<file path="config.mk">
export PLATFORM = sky130hd
export DESIGN_NAME = bie_core
export DESIGN_NICKNAME = d
export VERILOG_FILES = /design/src/common/bie_pkg.sv /design/src/rtl/bie_core.sv
export SDC_FILE = /design/constraint.sdc
export NUM_CORES = 1
export LEC_CHECK = 0
export BUFFER_PORTS_ARGS = -buffer_cell sky130_fd_sc_hd__buf_2
export CORE_MARGIN = 2
export CORE_UTILIZATION = 40
export DETAILED_ROUTE_END_ITERATION = 12
export HOLD_SLACK_MARGIN = 0.1
export PLACE_DENSITY = 0.66
export SYNTH_ARGS = -nofsm -noshare
export SYNTH_HDL_FRONTEND = slang
export SYNTH_SLANG_ARGS = --single-unit
export TNS_END_PERCENT = 30
</file>
<file path="constraint.sdc">
create_clock -name clk -period 2.13 [get_ports clk]
set_input_delay 0.3195 -clock clk [delete_from_list [all_inputs] [get_ports clk]]
set_output_delay 0.3195 -clock clk [all_outputs]
set_load 0.03 [all_outputs]
</file>
<file path="src/common/bie_pkg.sv">
// constants, opcodes and types for the branch/increment execute block
package bie_pkg;
  localparam int DATA_W = 8;
  localparam int FADDR_W = 7;
  localparam int PC_W = 13;
  localparam int INSTR_W = 14;
  localparam int LIT_W = 11;
  // instruction fields
  localparam int OP3_HI = 13;
  localparam int OP3_LO = 11;
  localparam int OP6_HI = 13;
  localparam int OP6_LO = 8;
  localparam int DEST_BIT = 7;
  localparam int FADDR_HI = 6;
  localparam int LIT_HI = 10;
  localparam int LATCH_HI = 4;
  localparam int LATCH_LO = 3;
  // opcodes
  // jump is 3'b101 in bits 13:11; 3'b100 is a different branch, not ours
  localparam logic [2:0] OP_JUMP = 3'h5;
  localparam logic [5:0] OP_INC = 6'h0a;
  localparam logic [5:0] OP_INCSZ = 6'h0f;
  localparam logic [DATA_W-1:0] ONE_DATA = 8'h01;
  localparam logic [DATA_W-1:0] ZERO_DATA = 8'h00;
  localparam logic [PC_W-1:0] PC_RESET = 13'h0000;
  localparam logic [PC_W-1:0] PC_ONE = 13'h0001;
  localparam logic [FADDR_W-1:0] FADDR_ZERO = 7'h00;
  localparam logic [INSTR_W-1:0] INSTR_ZERO = 14'h0000;
  localparam logic [DATA_W-1:0] W_RESET = 8'h00;
  typedef enum logic [1:0] {
    BIE_Q1 = 2'b00,
    BIE_Q2 = 2'b01,
    BIE_Q3 = 2'b10,
    BIE_Q4 = 2'b11
  } bie_phase_e;
endpackage

</file>
<file path="src/rtl/bie_core.sv">
// execute stage for jump, increment and increment-skip-if-zero
// ============================================================
// Functional notes
// - increments add one to the addressed register; the sum is the result.
// - destination bit 0 writes result to accumulator, register untouched.
// - destination bit 1 writes result back to the source register.
// - increment-skip with zero result turns the next instruction into a nop.
// - increment-skip takes one cycle, or two when the skip is taken.
// - quarters: decode, read register, compute, write destination.
`timescale 1ns/1ps
`default_nettype none
module bie_core
  import bie_pkg::*;
(
  input wire logic clk, // core clock
  input wire logic rst, // async reset, active high
  input wire logic [INSTR_W-1:0] instr, // fetched instruction word
  input wire logic [DATA_W-1:0] program_counter_high_latch, // high pc latch
  input wire logic [DATA_W-1:0] rd_data, // data register read value
  output logic [FADDR_W-1:0] rd_addr, // data register read address
  output logic rd_en, // read strobe in the second quarter
  output logic [FADDR_W-1:0] wr_addr, // data register write address
  output logic [DATA_W-1:0] wr_data, // data register write value
  output logic wr_en, // register write strobe in the fourth quarter
  output logic [DATA_W-1:0] w_acc, // working accumulator
  output logic [PC_W-1:0] pc, // program counter
  output logic [1:0] phase, // current quarter
  output logic nop_cycle, // this cycle is an empty one
  output logic zero_flag_wr, // zero flag update strobe, plain increment
  output logic zero_flag_val // zero flag value on update
);
  // ============================================================
  // decode helpers
  function automatic logic is_jump(input logic [INSTR_W-1:0] i);
    return i[OP3_HI:OP3_LO] == OP_JUMP;
  endfunction
  function automatic logic is_inc(input logic [INSTR_W-1:0] i);
    return i[OP6_HI:OP6_LO] == OP_INC;
  endfunction
  function automatic logic is_incsz(input logic [INSTR_W-1:0] i);
    return i[OP6_HI:OP6_LO] == OP_INCSZ;
  endfunction

  bie_phase_e phase_r;
  logic [INSTR_W-1:0] ir_r;
  logic [DATA_W-1:0] opnd_r;
  logic [DATA_W-1:0] sum_r;
  logic nop_r;
  logic flush_r;

  // ============================================================
  // quarter sequencer
  always_ff @(posedge clk or posedge rst) begin
    if (rst) begin
      phase_r <= BIE_Q1;
    end else begin
      unique case (phase_r)
        BIE_Q1: phase_r <= BIE_Q2;
        BIE_Q2: phase_r <= BIE_Q3;
        BIE_Q3: phase_r <= BIE_Q4;
        BIE_Q4: phase_r <= BIE_Q1;
      endcase
    end
  end

  // ============================================================
  // decode in Q1; an empty cycle still latches the instruction and marks it with nop_r
  always_ff @(posedge clk or posedge rst) begin
    if (rst) begin
      ir_r <= INSTR_ZERO;
      nop_r <= 1'b0;
    end else if (phase_r == BIE_Q1) begin
      ir_r <= instr;
      nop_r <= flush_r;
    end
  end

  // ============================================================
  // read in Q2, process in Q3
  always_ff @(posedge clk or posedge rst) begin
    if (rst) begin
      opnd_r <= ZERO_DATA;
      sum_r <= ZERO_DATA;
    end else begin
      if (phase_r == BIE_Q2) begin
        opnd_r <= rd_data;
      end
      if (phase_r == BIE_Q3) begin
        sum_r <= opnd_r + ONE_DATA;
      end
    end
  end

  logic live_inc;
  assign live_inc = !nop_r && (is_inc(ir_r) || is_incsz(ir_r));

  // read strobe and address, registered one quarter ahead
  always_ff @(posedge clk or posedge rst) begin
    if (rst) begin
      rd_en <= 1'b0;
      rd_addr <= FADDR_ZERO;
    end else begin
      rd_en <= (phase_r == BIE_Q1) && !flush_r &&
               (is_inc(instr) || is_incsz(instr));
      if (phase_r == BIE_Q1) begin
        rd_addr <= instr[FADDR_HI:0];
      end
    end
  end

  // ============================================================
  // write-back in Q4; sum ready after Q3 edge
  always_ff @(posedge clk or posedge rst) begin
    if (rst) begin
      wr_en <= 1'b0;
      wr_addr <= FADDR_ZERO;
      wr_data <= ZERO_DATA;
    end else begin
      wr_en <= (phase_r == BIE_Q3) && live_inc &&
               ir_r[DEST_BIT];
      wr_addr <= ir_r[FADDR_HI:0];
      wr_data <= opnd_r + ONE_DATA;
    end
  end

  always_ff @(posedge clk or posedge rst) begin
    if (rst) begin
      w_acc <= W_RESET;
    end else if (phase_r == BIE_Q4 && live_inc && !ir_r[DEST_BIT]) begin
      w_acc <= sum_r;
    end
  end

  // zero flag: plain increment only; skip form and jump leave it alone
  always_ff @(posedge clk or posedge rst) begin
    if (rst) begin
      zero_flag_wr <= 1'b0;
      zero_flag_val <= 1'b0;
    end else begin
      zero_flag_wr <= (phase_r == BIE_Q3) && !nop_r && is_inc(ir_r);
      zero_flag_val <= (opnd_r + ONE_DATA) == ZERO_DATA;
    end
  end

  // ============================================================
  // program counter and flush of the following cycle
  always_ff @(posedge clk or posedge rst) begin
    if (rst) begin
      pc <= PC_RESET;
      flush_r <= 1'b0;
    end else if (phase_r == BIE_Q4) begin
      if (!nop_r && is_jump(ir_r)) begin
        pc <= {program_counter_high_latch[LATCH_HI:LATCH_LO],
               ir_r[LIT_HI:0]};
        flush_r <= 1'b1;
      end else begin
        pc <= pc + PC_ONE;
        flush_r <= !nop_r && is_incsz(ir_r) &&
                   (sum_r == ZERO_DATA);
      end
    end
  end

  assign phase = phase_r;
  assign nop_cycle = nop_r;
endmodule // bie_core
`default_nettype wire

</file>
==> reports/results.txt <==
synthesis-to-finish area growth = 22.2%
Worst Path Max Fanout = 8
most frequent cells in the layout = buf_2 (75), dfrtp_1 (74), mux2_2 (27)
CTS tree = built
Power Density = 965 mW/mm^2
Ports = 82
fin cells = 440
vias in the first global route = 2212
H-tree depth = 3
CTS Hold Bufs = 1
initial DRC count = 70
Initial Util = 0.412
clock buffer depth = 2
grt ovf = 0
placed cell count = 423
placer congestion estimate = 0.789
Sw Pwr = 1.16 mW
antenna fix cells = 0
Pins Over Slew Limit = 0
Setup Buffers After CTS = 0
sequential area share after synthesis = 0.585
final core utilization = 0.503
fill count = 704
critical path type = flip-flop to flip-flop
worst hold slack = 195 ps
min cycle time layout = 1740 ps
Skew-Pair Late Insertion Delay = 340 ps
gr usage total = 0.160
synthesis warning total = 0
total negative slack = 0 ps
DIE AREA = 0.00864 mm^2
startpoint type of the worst setup path = flip-flop
fmax = 573 MHz
die span in y = 93.0 um
layout cell share with drive strength beyond 1 = 0.376
Gates resized, CTS repair = 0
Synth area leader = dfrtp_1
HPWL Detailed = 4500 um
Num CTS Buffers = 9
die width = 93.0 um
synthesized area per cell = 12.1 um^2
Sink Count = 74
CP arrival = 1970 ps
net count after synthesis = 299
worst endpoint required time = 2350 ps
Post-synth EDFFs = 0
final setup fails = 0
share of the synthesized area in the top cell type = 0.585
Post-layout nets = 371
Comb pwr share = 0.191
flops & latches, synth = 74
Synth Instances = 261
core area = 0.00769 mm^2
CP endpoint kind = flip-flop
Max-cap violations = 0
count of input and output buffers = 75
initial antenna violation count = 0
clk_skew = 6.96 ps
Post-Route WL = 6450 um
Rel. slew slack = 0.450
cell at the root of the clock tree = clkbuf_8
synth top area cells = dfrtp_1 (58%), mux2_2 (9.6%), mux2_1 (2.8%)
Least-Margin Pin Slew = 826 ps
Pre-antenna DRT Iters = 4
Hold Path Class = input pin to flip-flop
Design Power = 3.73 mW
status = complete, no violations
Int Power = 2.58 mW
Sequential Power Share = 0.459
ys async rst share = 1.00
final hold viol count = 0
RSZ-0062 raised after global routing = no
leakage = 1.83 nW
vias = 2252
global-route wire length before repair = 10700 um
Synth cell types = 43
power share of the clock group = 0.349
DR WL/cell = 14.6 um
period utilization = 0.819
Mapped Area = 0.00317 mm^2
vias per cell = 5.12
VDD IR max = 0.000526 V
site row count = 32
DRC Markers = 0
Worst-path clk slew = 80 ps
Detail Route Antenna Nets = 0
switching part of the total = 0.310
largest net degree at the start of global routing = 75
commonest non-fill, non-tap cell in the layout = buf_2
ys flop type = dfrtp_1
## per-layer routing
metal  vias to the layer above  wire (um)  share of wire  track usage
met5                         -          0              0            0
met1                      1094       2890           0.45        0.207
met2                        74       3020           0.47        0.254
met4                         0        113          0.018       0.0699
met3                        12        415          0.064       0.0419
li1                       1072          -              -            -
## power groups by stage
stage / clock (mW) / sequential, mW / combinational, mW
after floorplan: 0 / 1.93 / 0.286
after global placement: 0 / 1.73 / 0.706
after detailed placement: 0 / 1.74 / 0.719
after CTS: 1.33 / 1.72 / 0.723
after global routing: 1.41 / 1.75 / 0.775
final: 1.31 / 1.72 / 0.713
## worst max-delay path: stages, from the launching register on
cell and delay (ps):
dfrtp_1 410, nor4_2 440, nand4b_2 350, mux2_1 410
## cell type report
type,instances,area [um^2],share of cell area
repair buffers,80,428,0.111
clock buffers,10,128,0.0330
inverters,7,30.0,0.00776
clock inverters,6,115,0.0297
flip-flops and latches,74,1850,0.479
well taps,102,128,0.0330
multi-input cells,161,1190,0.307
## synth_stat cells (2+ instances only)
| cell | instances |
|---|---|
| xor2_1 | 4 |
| dfrtp_1 | 74 |
| and4_1 | 2 |
| or2_2 | 2 |
| nor3_1 | 2 |
| a31oi_1 | 3 |
| xnor2_1 | 4 |
| clkbuf_1 | 10 |
| and3_1 | 5 |
| mux2_2 | 27 |
| inv_1 | 7 |
| o22ai_1 | 5 |
| a21boi_0 | 2 |
| or4b_1 | 2 |
| o31ai_1 | 2 |
| mux2_1 | 8 |
| a21oi_1 | 13 |
| buf_4 | 7 |
| o21ai_1 | 2 |
| a2bb2oi_1 | 3 |
| nor4b_1 | 2 |
| nand4_1 | 3 |
| o21ai_0 | 12 |
| nor2_1 | 8 |
| ha_1 | 6 |
| nand3_1 | 9 |
| nand2_1 | 21 |
## flip-flops by register name, indices dropped and copies added, names as in the netlist, 2 cells and up
signal	flops
ir_r	14
pc	13
opnd_r	8
sum_r	8
w_acc	8
wr_data	8
wr_addr	7
phase	2
## stage by stage
stage          area, um^2  setup WS [ps]
5_1_grt              3870            235
2_1_floorplan        3170            284
3_5_place_dp         3620            350
4_1_cts              3870            352
6_report             3870            386
3_3_place_gp         3620            399
## logic make-up (layout without fill, tap and decap cells)
group / after synthesis / after routing / synth area share
DFF: 74 / 74 / 0.585
AOI/OAI and AO/OA: 48 / 48 / 0.0921
adders and majority gates: 6 / 6 / 0.0237
xor gates and xnor gates: 8 / 8 / 0.0221
muxes: 35 / 35 / 0.124
and+or+nand+nor: 64 / 64 / 0.113
buffers and inverters: 26 / 103 / 0.0395
## worst paths after layout
kind,startpoint,endpoint,slack (ps),cells after the start
worst min register to register,ir_r[0],wr_addr[0],430,0
max in group asynchronous,rst,pc[11],1210,4
min in group asynchronous,rst,ir_r[5],620,4
worst max-delay path,ir_r[12],w_acc[7],390,3
worst max register to register,ir_r[12],w_acc[7],390,3
worst min-delay path,instr[0],ir_r[0],190,3
Power figures use the tool's default switching activity.
